## src/hw/tcc_pkg.sv

```systemverilog
// Shared constants, register map and filter decode for the timer channel conditioning block.
package tcc_pkg;

    // ----
    // Register map
    // ----
    localparam logic [7:0]  ADDR_MODE_FIRST  = 8'h00;
    localparam logic [7:0]  ADDR_MODE_SECOND = 8'h04;
    localparam logic [7:0]  ADDR_CMP_CH3     = 8'h08;
    localparam logic [7:0]  ADDR_CMP_CH4     = 8'h0C;
    localparam logic [7:0]  ADDR_STATUS      = 8'h10;
    localparam logic [15:0] MODE_RESET       = 16'h0000;
    localparam logic [1:0]  RESP_OKAY        = 2'h0;
    localparam logic [1:0]  RESP_SLVERR      = 2'h2;

    // ----
    // Field layout within one byte-wide half of a mode register
    // ----
    localparam int HALF_W     = 8;
    localparam int SEL_LSB    = 0;
    localparam int PSC_LSB    = 2;
    localparam int FLT_LSB    = 4;
    localparam int FAST_BIT   = 2;
    localparam int SHADOW_BIT = 3;
    localparam int OCTRL_LSB  = 4;
    localparam int CLR_BIT    = 7;
    localparam int STAT_RAW_LSB = 4;

    // ----
    // Codes
    // ----
    localparam logic [1:0] SEL_OUTPUT    = 2'h0;
    localparam logic [1:0] SEL_OWN_PIN   = 2'h1;
    localparam logic [1:0] SEL_NEIGHBOUR = 2'h2;
    localparam logic [1:0] SEL_TRIGGER   = 2'h3;

    localparam logic [2:0] OC_DISCONNECT = 3'h0;
    localparam logic [2:0] OC_SET_MATCH  = 3'h1;
    localparam logic [2:0] OC_CLR_MATCH  = 3'h2;
    localparam logic [2:0] OC_TOGGLE     = 3'h3;
    localparam logic [2:0] OC_FORCE_LOW  = 3'h4;
    localparam logic [2:0] OC_FORCE_HIGH = 3'h5;
    localparam logic [2:0] OC_PWM_A      = 3'h6;
    localparam logic [2:0] OC_PWM_B      = 3'h7;

    // Slave trigger selections below this value are internal trigger inputs.
    localparam logic [2:0] TRIG_SEL_EXT_FIRST = 3'h4;
    localparam int         DIV_W              = 5;

    // ----
    // Filter decode
    // ----
    typedef struct packed {
        logic       bypass;
        logic [2:0] div_log2;
        logic [3:0] count;
    } tcc_flt_cfg_s;

    function automatic tcc_flt_cfg_s flt_decode(input logic [3:0] code);
        tcc_flt_cfg_s c;
        c = '{bypass: 1'b0, div_log2: 3'h0, count: 4'h1};
        unique case (code)
            4'h0: c.bypass = 1'b1;
            4'h1: c.count = 4'h2;
            4'h2: c.count = 4'h4;
            4'h3: c.count = 4'h8;
            4'h4: c = '{1'b0, 3'h1, 4'h6};
            4'h5: c = '{1'b0, 3'h1, 4'h8};
            4'h6: c = '{1'b0, 3'h2, 4'h6};
            4'h7: c = '{1'b0, 3'h2, 4'h8};
            4'h8: c = '{1'b0, 3'h3, 4'h6};
            4'h9: c = '{1'b0, 3'h3, 4'h8};
            4'hA: c = '{1'b0, 3'h4, 4'h5};
            4'hB: c = '{1'b0, 3'h4, 4'h6};
            4'hC: c = '{1'b0, 3'h4, 4'h8};
            4'hD: c = '{1'b0, 3'h5, 4'h5};
            4'hE: c = '{1'b0, 3'h5, 4'h6};
            4'hF: c = '{1'b0, 3'h5, 4'h8};
        endcase
        return c;
    endfunction

endpackage

```

## src/hw/tcc_edge_filter.sv

```systemverilog
// Digital edge filter for one timer input pin.
`timescale 1ns/100ps
module tcc_edge_filter (
    input  wire logic                  aclk,
    input  wire logic                  aresetn,
    input  wire logic                  sample_en,
    input  wire tcc_pkg::tcc_flt_cfg_s cfg,
    input  wire logic                  raw_in,
    output logic                       filtered
);

    logic [3:0] run;

    // ----
    // Confirmation counter
    // ----
    // restart on mismatch
    // pass after N samples
    always_ff @(posedge aclk) begin
        if (!aresetn) begin
            filtered <= 1'b0;
            run      <= 4'h0;
        end else if (cfg.bypass) begin
            filtered <= raw_in;
            run      <= 4'h0;
        end else if (sample_en) begin
            if (raw_in == filtered) begin
                run <= 4'h0;
            end else if (run + 4'h1 >= cfg.count) begin
                filtered <= raw_in;
                run      <= 4'h0;
            end else begin
                run <= run + 4'h1;
            end
        end
    end

endmodule

```

## src/hw/tcc_channel_cond.sv

```systemverilog
// Input conditioning and capture prescaling for four timer channels, compare output control for channels 3 and 4.
//
// Added by the designer: the placing of the registers and the AXI4-Lite register port.
`timescale 1ns/100ps

// Overview of operation
// Channel 1 select: 00 output, 01 own pin, 10 pin 2, 11 trigger line.
// Channel 2 select: 00 output, 01 own pin, 10 pin 1, 11 trigger line.
// Channel 4 select: 00 output, 01 own pin, 10 pin 3, 11 trigger line.
// Channel 3 select: 00 output, 01 own pin, 10 pin 4, 11 trigger line.
// Trigger-line capture source works only when an internal trigger is selected.
// Software changes select fields only while the channel is disabled.
// An edge passes the filter after N confirming samples.
// Code 0 bypasses; codes 1 to 3 sample every clock with N 2, 4, 8.
// Codes 4,5 sample at clock/2, codes 6,7 at clock/4, N 6 and 8.
// Codes 8,9 at /8; 10 to 12 at /16; 13 to 15 at /32.
// Prescaler captures every 1st, 2nd, 4th or 8th active edge.
// Prescaler edge count clears while the channel enable is low.
// Input view: filter and prescaler fields at bits 15:12, 11:10, 7:4, 3:2.
// Output view: clear, control, shadow and fast bits for channels 3 and 4.
// Output control codes set, clear, toggle, force or PWM the raw output.
// Shadow enable defers compare value writes to the overflow event.
// Clear enable drops the raw output while the external clear is high.
// Fast enable in PWM applies the match level on a trigger event.
// Filter count restarts whenever a sample disagrees with the candidate.
module tcc_channel_cond #(
    parameter int CNT_W = 16
) (
    input  wire logic             aclk,
    input  wire logic             aresetn,
    input  wire logic [7:0]       s_axi_awaddr,
    input  wire logic             s_axi_awvalid,
    output logic                  s_axi_awready,
    input  wire logic [31:0]      s_axi_wdata,
    input  wire logic [3:0]       s_axi_wstrb,
    input  wire logic             s_axi_wvalid,
    output logic                  s_axi_wready,
    output logic [1:0]            s_axi_bresp,
    output logic                  s_axi_bvalid,
    input  wire logic             s_axi_bready,
    input  wire logic [7:0]       s_axi_araddr,
    input  wire logic             s_axi_arvalid,
    output logic                  s_axi_arready,
    output logic [31:0]           s_axi_rdata,
    output logic [1:0]            s_axi_rresp,
    output logic                  s_axi_rvalid,
    input  wire logic             s_axi_rready,
    input  wire logic [3:0]       pin_raw_input,
    input  wire logic [3:0]       ch_enable_bit,
    input  wire logic             internal_trigger_line,
    input  wire logic [2:0]       slave_trigger_select,
    input  wire logic [CNT_W-1:0] counter_value,
    input  wire logic             count_down,
    input  wire logic             overflow_event,
    input  wire logic             trigger_event,
    input  wire logic             external_clear_input,
    output logic [3:0]            capture_event,
    output logic [1:0]            ch_raw_compare_output
);

    // ----
    // Elaboration check
    // ----
    if (CNT_W < 2 || CNT_W > 32) begin : g_bad_width
        $error("CNT_W must lie between 2 and 32.");
    end

    logic [15:0]          channel_mode_first;
    logic [15:0]          channel_mode_second;
    logic [CNT_W-1:0]     cmp_written [2];
    logic [CNT_W-1:0]     cmp_active [2];
    logic [3:0]           pin_filtered;
    logic [3:0]           capture_input;
    logic [3:0]           capture_prev;
    logic [2:0]           edge_count [4];
    logic [tcc_pkg::DIV_W-1:0] div_count;
    logic                 trig_source_ok;
    logic                 wr_take;
    logic                 rd_take;
    logic [31:0]          wr_mask;
    logic [31:0]          next_rdata;
    logic [1:0]           next_rresp;

    // ----
    // AXI4-Lite write channel
    // ----
    // Address and data are taken together, so the slave never buffers one alone.
    assign wr_take = s_axi_awvalid && s_axi_awready;
    assign rd_take = s_axi_arvalid && s_axi_arready;

    always_comb begin
        wr_mask = 32'h0000_0000;
        for (int b = 0; b < 4; b++) begin
            if (s_axi_wstrb[b]) begin
                wr_mask[8*b +: 8] = 8'hFF;
            end
        end
    end

    always_ff @(posedge aclk) begin
        if (!aresetn) begin
            s_axi_awready <= 1'b0;
            s_axi_wready  <= 1'b0;
        end else begin
            s_axi_awready <= s_axi_awvalid && s_axi_wvalid && !s_axi_awready && !s_axi_bvalid;
            s_axi_wready  <= s_axi_awvalid && s_axi_wvalid && !s_axi_awready && !s_axi_bvalid;
        end
    end

    always_ff @(posedge aclk) begin
        if (!aresetn) begin
            s_axi_bvalid <= 1'b0;
            s_axi_bresp  <= tcc_pkg::RESP_OKAY;
        end else if (wr_take) begin
            s_axi_bvalid <= 1'b1;
            unique case (s_axi_awaddr)
                tcc_pkg::ADDR_MODE_FIRST, tcc_pkg::ADDR_MODE_SECOND,
                tcc_pkg::ADDR_CMP_CH3, tcc_pkg::ADDR_CMP_CH4,
                tcc_pkg::ADDR_STATUS: s_axi_bresp <= tcc_pkg::RESP_OKAY;
                default: s_axi_bresp <= tcc_pkg::RESP_SLVERR;
            endcase
        end else if (s_axi_bready) begin
            s_axi_bvalid <= 1'b0;
        end
    end

    // ----
    // Mode registers
    // ----
    // input view fields
    // output view fields
    always_ff @(posedge aclk) begin
        if (!aresetn) begin
            channel_mode_first  <= tcc_pkg::MODE_RESET;
            channel_mode_second <= tcc_pkg::MODE_RESET;
        end else if (wr_take) begin
            if (s_axi_awaddr == tcc_pkg::ADDR_MODE_FIRST) begin
                channel_mode_first <= (channel_mode_first & ~wr_mask[15:0])
                                    | (s_axi_wdata[15:0] & wr_mask[15:0]);
            end
            if (s_axi_awaddr == tcc_pkg::ADDR_MODE_SECOND) begin
                channel_mode_second <= (channel_mode_second & ~wr_mask[15:0])
                                     | (s_axi_wdata[15:0] & wr_mask[15:0]);
            end
        end
    end

    // ----
    // AXI4-Lite read channel
    // ----
    always_comb begin
        next_rdata = 32'h0000_0000;
        next_rresp = tcc_pkg::RESP_OKAY;
        unique case (s_axi_araddr)
            tcc_pkg::ADDR_MODE_FIRST:  next_rdata[15:0] = channel_mode_first;
            tcc_pkg::ADDR_MODE_SECOND: next_rdata[15:0] = channel_mode_second;
            tcc_pkg::ADDR_CMP_CH3:     next_rdata[CNT_W-1:0] = cmp_written[0];
            tcc_pkg::ADDR_CMP_CH4:     next_rdata[CNT_W-1:0] = cmp_written[1];
            tcc_pkg::ADDR_STATUS: begin
                next_rdata[3:0] = pin_filtered;
                next_rdata[tcc_pkg::STAT_RAW_LSB +: 2] = ch_raw_compare_output;
            end
            default: next_rresp = tcc_pkg::RESP_SLVERR;
        endcase
    end

    always_ff @(posedge aclk) begin
        if (!aresetn) begin
            s_axi_arready <= 1'b0;
        end else begin
            s_axi_arready <= s_axi_arvalid && !s_axi_arready && !s_axi_rvalid;
        end
    end

    always_ff @(posedge aclk) begin
        if (!aresetn) begin
            s_axi_rvalid <= 1'b0;
            s_axi_rdata  <= 32'h0000_0000;
            s_axi_rresp  <= tcc_pkg::RESP_OKAY;
        end else if (rd_take) begin
            s_axi_rvalid <= 1'b1;
            s_axi_rdata  <= next_rdata;
            s_axi_rresp  <= next_rresp;
        end else if (s_axi_rready) begin
            s_axi_rvalid <= 1'b0;
        end
    end

    // ----
    // Sampling clock divider
    // ----
    // The dead-time clock equals aclk here; slower rates are enable pulses.
    always_ff @(posedge aclk) begin
        if (!aresetn) begin
            div_count <= '0;
        end else begin
            div_count <= div_count + 1'b1;
        end
    end

    // trigger source gating
    assign trig_source_ok = slave_trigger_select < tcc_pkg::TRIG_SEL_EXT_FIRST;

    // ----
    // Per-channel input path
    // ----
    // Channels 1,2 live in the first register and 3,4 in the second; each
    // pair shares one register, so the neighbour of channel i is i^1.
    for (genvar i = 0; i < 4; i++) begin : g_ch
        logic [7:0]                half;
        logic [1:0]                sel;
        logic [1:0]                psc;
        tcc_pkg::tcc_flt_cfg_s     cfg;
        logic [tcc_pkg::DIV_W-1:0] mask;
        logic                      sample_en;

        assign half = (i < 2) ? channel_mode_first[(i%2)*tcc_pkg::HALF_W +: 8]
                              : channel_mode_second[(i%2)*tcc_pkg::HALF_W +: 8];
        assign sel  = half[tcc_pkg::SEL_LSB +: 2];
        assign psc  = half[tcc_pkg::PSC_LSB +: 2];
        // code 0 and clock-rate codes
        // divide by 2 and 4
        // divide by 8, 16, 32
        assign cfg  = tcc_pkg::flt_decode(half[tcc_pkg::FLT_LSB +: 4]);
        assign mask = tcc_pkg::DIV_W'((32'h1 << cfg.div_log2) - 32'h1);
        assign sample_en = (div_count & mask) == mask;

        tcc_edge_filter u_filter (
            .aclk      (aclk),
            .aresetn   (aresetn),
            .sample_en (sample_en),
            .cfg       (cfg),
            .raw_in    (pin_raw_input[i]),
            .filtered  (pin_filtered[i])
        );

        // channel 1 routing
        // channel 2 routing
        // channel 4 routing
        // channel 3 routing
        always_comb begin
            unique case (sel)
                tcc_pkg::SEL_OUTPUT:    capture_input[i] = 1'b0;
                tcc_pkg::SEL_OWN_PIN:   capture_input[i] = pin_filtered[i];
                tcc_pkg::SEL_NEIGHBOUR: capture_input[i] = pin_filtered[i^1];
                tcc_pkg::SEL_TRIGGER:   capture_input[i] = internal_trigger_line
                                                         && trig_source_ok;
            endcase
        end

        // capture prescaler
        // clear while disabled
        always_ff @(posedge aclk) begin
            if (!aresetn) begin
                capture_prev[i]  <= 1'b0;
                edge_count[i]    <= 3'h0;
                capture_event[i] <= 1'b0;
            end else begin
                capture_prev[i]  <= capture_input[i];
                capture_event[i] <= 1'b0;
                if (!ch_enable_bit[i]) begin
                    edge_count[i] <= 3'h0;
                end else if (capture_input[i] && !capture_prev[i]
                             && sel != tcc_pkg::SEL_OUTPUT) begin
                    if (edge_count[i] == 3'((4'h1 << psc) - 4'h1)) begin
                        edge_count[i]    <= 3'h0;
                        capture_event[i] <= 1'b1;
                    end else begin
                        edge_count[i] <= edge_count[i] + 3'h1;
                    end
                end
            end
        end
    end

    // ----
    // Compare outputs for channels 3 and 4
    // ----
    for (genvar k = 0; k < 2; k++) begin : g_cmp
        logic [7:0] half;
        logic [2:0] octrl;
        logic       match;
        logic       pwm_level;
        logic [7:0] addr;

        assign half  = channel_mode_second[k*tcc_pkg::HALF_W +: 8];
        assign octrl = half[tcc_pkg::OCTRL_LSB +: 3];
        assign match = counter_value == cmp_active[k];
        assign addr  = (k == 0) ? tcc_pkg::ADDR_CMP_CH3 : tcc_pkg::ADDR_CMP_CH4;
        assign pwm_level = count_down ? !(cmp_active[k] < counter_value)
                                      : (cmp_active[k] > counter_value);

        always_ff @(posedge aclk) begin
            if (!aresetn) begin
                cmp_written[k] <= '0;
            end else if (wr_take && s_axi_awaddr == addr) begin
                cmp_written[k] <= (cmp_written[k] & ~wr_mask[CNT_W-1:0])
                                | (s_axi_wdata[CNT_W-1:0] & wr_mask[CNT_W-1:0]);
            end
        end

        // shadow compare value
        always_ff @(posedge aclk) begin
            if (!aresetn) begin
                cmp_active[k] <= '0;
            end else if (!half[tcc_pkg::SHADOW_BIT] || overflow_event) begin
                cmp_active[k] <= cmp_written[k];
            end
        end

        // output control modes
        always_ff @(posedge aclk) begin
            if (!aresetn) begin
                ch_raw_compare_output[k] <= 1'b0;
            // external clear
            end else if (half[tcc_pkg::CLR_BIT] && external_clear_input) begin
                ch_raw_compare_output[k] <= 1'b0;
            // fast trigger response
            end else if (half[tcc_pkg::FAST_BIT] && trigger_event
                         && (octrl == tcc_pkg::OC_PWM_A || octrl == tcc_pkg::OC_PWM_B)) begin
                ch_raw_compare_output[k] <= (octrl == tcc_pkg::OC_PWM_A) ? count_down
                                                                         : !count_down;
            end else begin
                unique case (octrl)
                    tcc_pkg::OC_DISCONNECT: ch_raw_compare_output[k] <= 1'b0;
                    tcc_pkg::OC_SET_MATCH:  if (match) ch_raw_compare_output[k] <= 1'b1;
                    tcc_pkg::OC_CLR_MATCH:  if (match) ch_raw_compare_output[k] <= 1'b0;
                    tcc_pkg::OC_TOGGLE: begin
                        if (match) ch_raw_compare_output[k] <= !ch_raw_compare_output[k];
                    end
                    tcc_pkg::OC_FORCE_LOW:  ch_raw_compare_output[k] <= 1'b0;
                    tcc_pkg::OC_FORCE_HIGH: ch_raw_compare_output[k] <= 1'b1;
                    tcc_pkg::OC_PWM_A:      ch_raw_compare_output[k] <= pwm_level;
                    tcc_pkg::OC_PWM_B:      ch_raw_compare_output[k] <= !pwm_level;
                endcase
            end
        end
    end

endmodule

```

## config.mk

```make
export PLATFORM = sky130hd
export DESIGN_NAME = tcc_channel_cond
export DESIGN_NICKNAME = d
export VERILOG_FILES = /design/src/hw/tcc_pkg.sv /design/src/hw/tcc_edge_filter.sv /design/src/hw/tcc_channel_cond.sv
export SDC_FILE = /design/constraint.sdc
export NUM_CORES = 1
export LEC_CHECK = 0
export ABC_AREA = 1
export BUFFER_PORTS_ARGS = -buffer_cell sky130_fd_sc_hd__buf_2
export CAP_MARGIN = 20
export CORE_ASPECT_RATIO = 1.25
export CORE_MARGIN = 2
export CORE_UTILIZATION = 45
export CTS_CLUSTER_DIAMETER = 50
export DETAILED_ROUTE_END_ITERATION = 6
export PLACE_DENSITY_LB_ADDON = 0.12
export SYNTH_ARGS = -nofsm -noshare
export SYNTH_HDL_FRONTEND = slang
export SYNTH_HIERARCHICAL = 1
export SYNTH_SLANG_ARGS = --single-unit
```

## constraint.sdc

```tcl
create_clock -name aclk -period 3.2 [get_ports aclk]
set_input_delay 0.32 -clock aclk [delete_from_list [all_inputs] [get_ports aclk]]
set_output_delay 0.32 -clock aclk [all_outputs]
set_load 0.01 [all_outputs]
```

==> results.py <==
metrics = {
    "sta": {
        "fin_skew_ps": 10.5,
        "final_max_slew_viol_count": 0,
        "setup_tns_ps": 0,
        "timing.slew.headroom_pct": 34.4,
        "rsz0062_at_grt": "false",
        "max_freq_ghz": 0.395,
        "holdWs_ps": 117,
        "tightest_slew_ps": 978,
        "layout_setup_ws_ps": 668,
        "fin_crit_ps": 2530,
        "finalSetupViolCount": 0,
        "hold_violations": 0,
        "period_share_pct": 79.1,
    },
    "drt": {
        "firstDrtPassIters": 5,
        "routed_wl_um": 25600,
        "met2_length_um": 12200,
        "wl_met3_um": 1410,
        "vias": 8374,
        "wire_per_inst_um": 15.5,
        "wl_met1_um": 11500,
        "top_layer_used": "met4",
        "drcViolationCount": 0,
        "drt_iter0_markers": 648,
        "ant_nets": 0,
        "routed_via_density": 5.08,
    },
    "worst_setup_path": {
        "cp_data_required_time_ps": 3560,
        "r2r_cells": 14,
        "ff2ff_setup_slack_ps": 670,
        "cp_slowest_stage_delay_ps": 520,
        "crit_chain": "inv_1, nor2_1, nand2_1, ha_1, o21ai_0, a21oi_1, a2111oi_0, buf_4, nand2_1, nor2_2, inv_2, nor2_4, nand2_1, a21oi_1",
        "path_depth": 14,
        "r2r_end": "g_ch[3].u_filter/run[1]$_SDFFE_PP0P_",
        "slowest_stage": "dfxtp_1",
        "cp-start-kind": "flip-flop",
        "crit_buf_inv": 3,
        "worstSetupPathType": "flip-flop to flip-flop",
        "cp-end-kind": "flip-flop",
        "critPathTopFamily": "compound AO/OA/AOI/OAI gates",
        "crit_path_frequent_cell": "nand2_1",
        "critPathArrivalTime_ps": 2890,
        "crit_path_max_fanout": 10,
    },
    "synthesis": {
        "netlist_instances": 1264,
        "synth_area_um2": 9680,
        "yosysWarnings": 6,
        "syn_area_per_cell_um2": 7.66,
    },
    "clocking": {
        "clkLatencyLatePin_ps": 430,
        "cts_sinks": 165,
        "cts_made_buffers": 17,
        "htreeDepth": 4,
        "cts_resized": 0,
        "cts.path.max_buffers": 2,
        "cts_setup_buffers": 0,
        "path_clk_slew_ps": 60,
        "root_buffer": "clkbuf_16",
        "hold_buffers": 0,
        "cts_tree": "done",
    },
    "grt": {
        "grt_use_total_pct": 23.3,
        "grt_pass1_vias": 7976,
        "grt_pass1_wl_um": 41100,
        "antenna_found_initial": 0,
        "overflow": 0,
        "grt_max_degree": 51,
    },
    "floorplan": {
        "die_area_um2": 22700,
        "die_y_um": 168,
        "coreArea_um2": 21300,
        "fp.dieW_um": 135,
        "start_util_pct": 45.4,
        "fp-row-count": 60,
        "io_pins": 138,
    },
    "hold_path": {
        "min_path_cells": 3,
        "hold-path-endpoint": "s_axi_wready$_SDFF_PN0_",
        "hp-start": "s_axi_wvalid",
        "min_path_type": "input pin to flip-flop",
    },
    "placed_design": {
        "hpwl_um": 19700,
        "dp_slack_ps": 726,
        "io_buffers": 99,
        "gp_congestion": 0.874,
    },
    "power": {
        "pwr_density_cell_nw_per_um2": 420,
        "p_leak_nw": 5.02,
        "irDropWorstVdd_mv": 0.319,
    },
    "final_layout": {
        "layout.nets": 1508,
        "syn_to_final_growth_pct": 13.1,
        "diodes": 0,
        "drive_gt1_share_pct": 12.8,
    },
    "run_status": {
        "status": "completed",
    },
    "job": {
        "cap_viol_max_count": 0,
    },
}
[how the worst max path moves through the flow]
| stage | startpoint | to | slack (ps) |
|---|---|---|---|
| 2_1_floorplan | flip-flop | g_ch[1].u_filter/run[2]$_SDFFE_PP0P_ | 970 |
| 3_3_place_gp | flip-flop | g_ch[3].u_filter/run[2]$_SDFFE_PP0P_ | 720 |
| 3_5_place_dp | flip-flop | g_ch[3].u_filter/run[1]$_SDFFE_PP0P_ | 730 |
| 4_1_cts | flip-flop | g_ch[3].u_filter/run[1]$_SDFFE_PP0P_ | 690 |
| 5_1_grt | flip-flop | g_ch[3].u_filter/run[1]$_SDFFE_PP0P_ | 410 |
| 6_report | flip-flop | g_ch[3].u_filter/run[1]$_SDFFE_PP0P_ | 670 |
[report_power, final]
group          leakage, nW  switching (mW)  total, mW  internal, mW
registers             1.56          0.0378       2.29          2.25
logic                 3.18           0.228      0.348         0.120
clock network        0.278           0.832       1.97          1.14
[worst register-to-register path: stages (launching register included)]
cell	delay, ps
dfxtp_1	520
inv_1	180
nor2_1	160
nand2_1	80
ha_1	200
o21ai_0	170
a21oi_1	60
a2111oi_0	350
buf_4	210
nand2_1	60
nor2_2	110
inv_2	50
nor2_4	120
nand2_1	60
a21oi_1	130
[per-layer routing]
| layer | global-route usage [%] | vias up |
|---|---|---|
| met5 | 0 | - |
| met4 | 7.74 | 0 |
| met1 | 30.9 | 3785 |
| met3 | 3.34 | 32 |
| li1 | - | 4311 |
| met2 | 39.0 | 246 |
[through the flow]
step / total power, mW / cells / cell area [µm²] / utilization (%)
after floorplan: 2.55 / 1281 / 9750 / -
final: 4.60 / 1649 / 11000 / 51.4
after CTS: 4.64 / 1648 / 10900 / 51.3
after global routing: 4.77 / 1649 / 11000 / 51.4
after detailed placement: 2.68 / 1616 / 10400 / 48.7
after global placement: 2.67 / 1616 / 10400 / 48.7
[layout make-up]
class / count / area [µm²]
repair buffers: 108 / 576
clock inverters: 8 / 72.6
clock buffers: 24 / 483
well taps: 279 / 349
flip-flops and latches: 165 / 4060
multi-input cells: 861 / 4640
inverters: 204 / 766
fillers: 2104 / 10400
[cells in the final DEF (no fill, tap or decap), types with 35 or more instances in the layout]
cell      count
nand2_1     218
inv_1       191
a21oi_1     146
nor2_1      179
edfxtp_1     76
ha_1         60
o21ai_0      59
dfxtp_1      89
buf_2        99
nand3_1      35
Note: power is estimated with default switching activity, not from simulation.
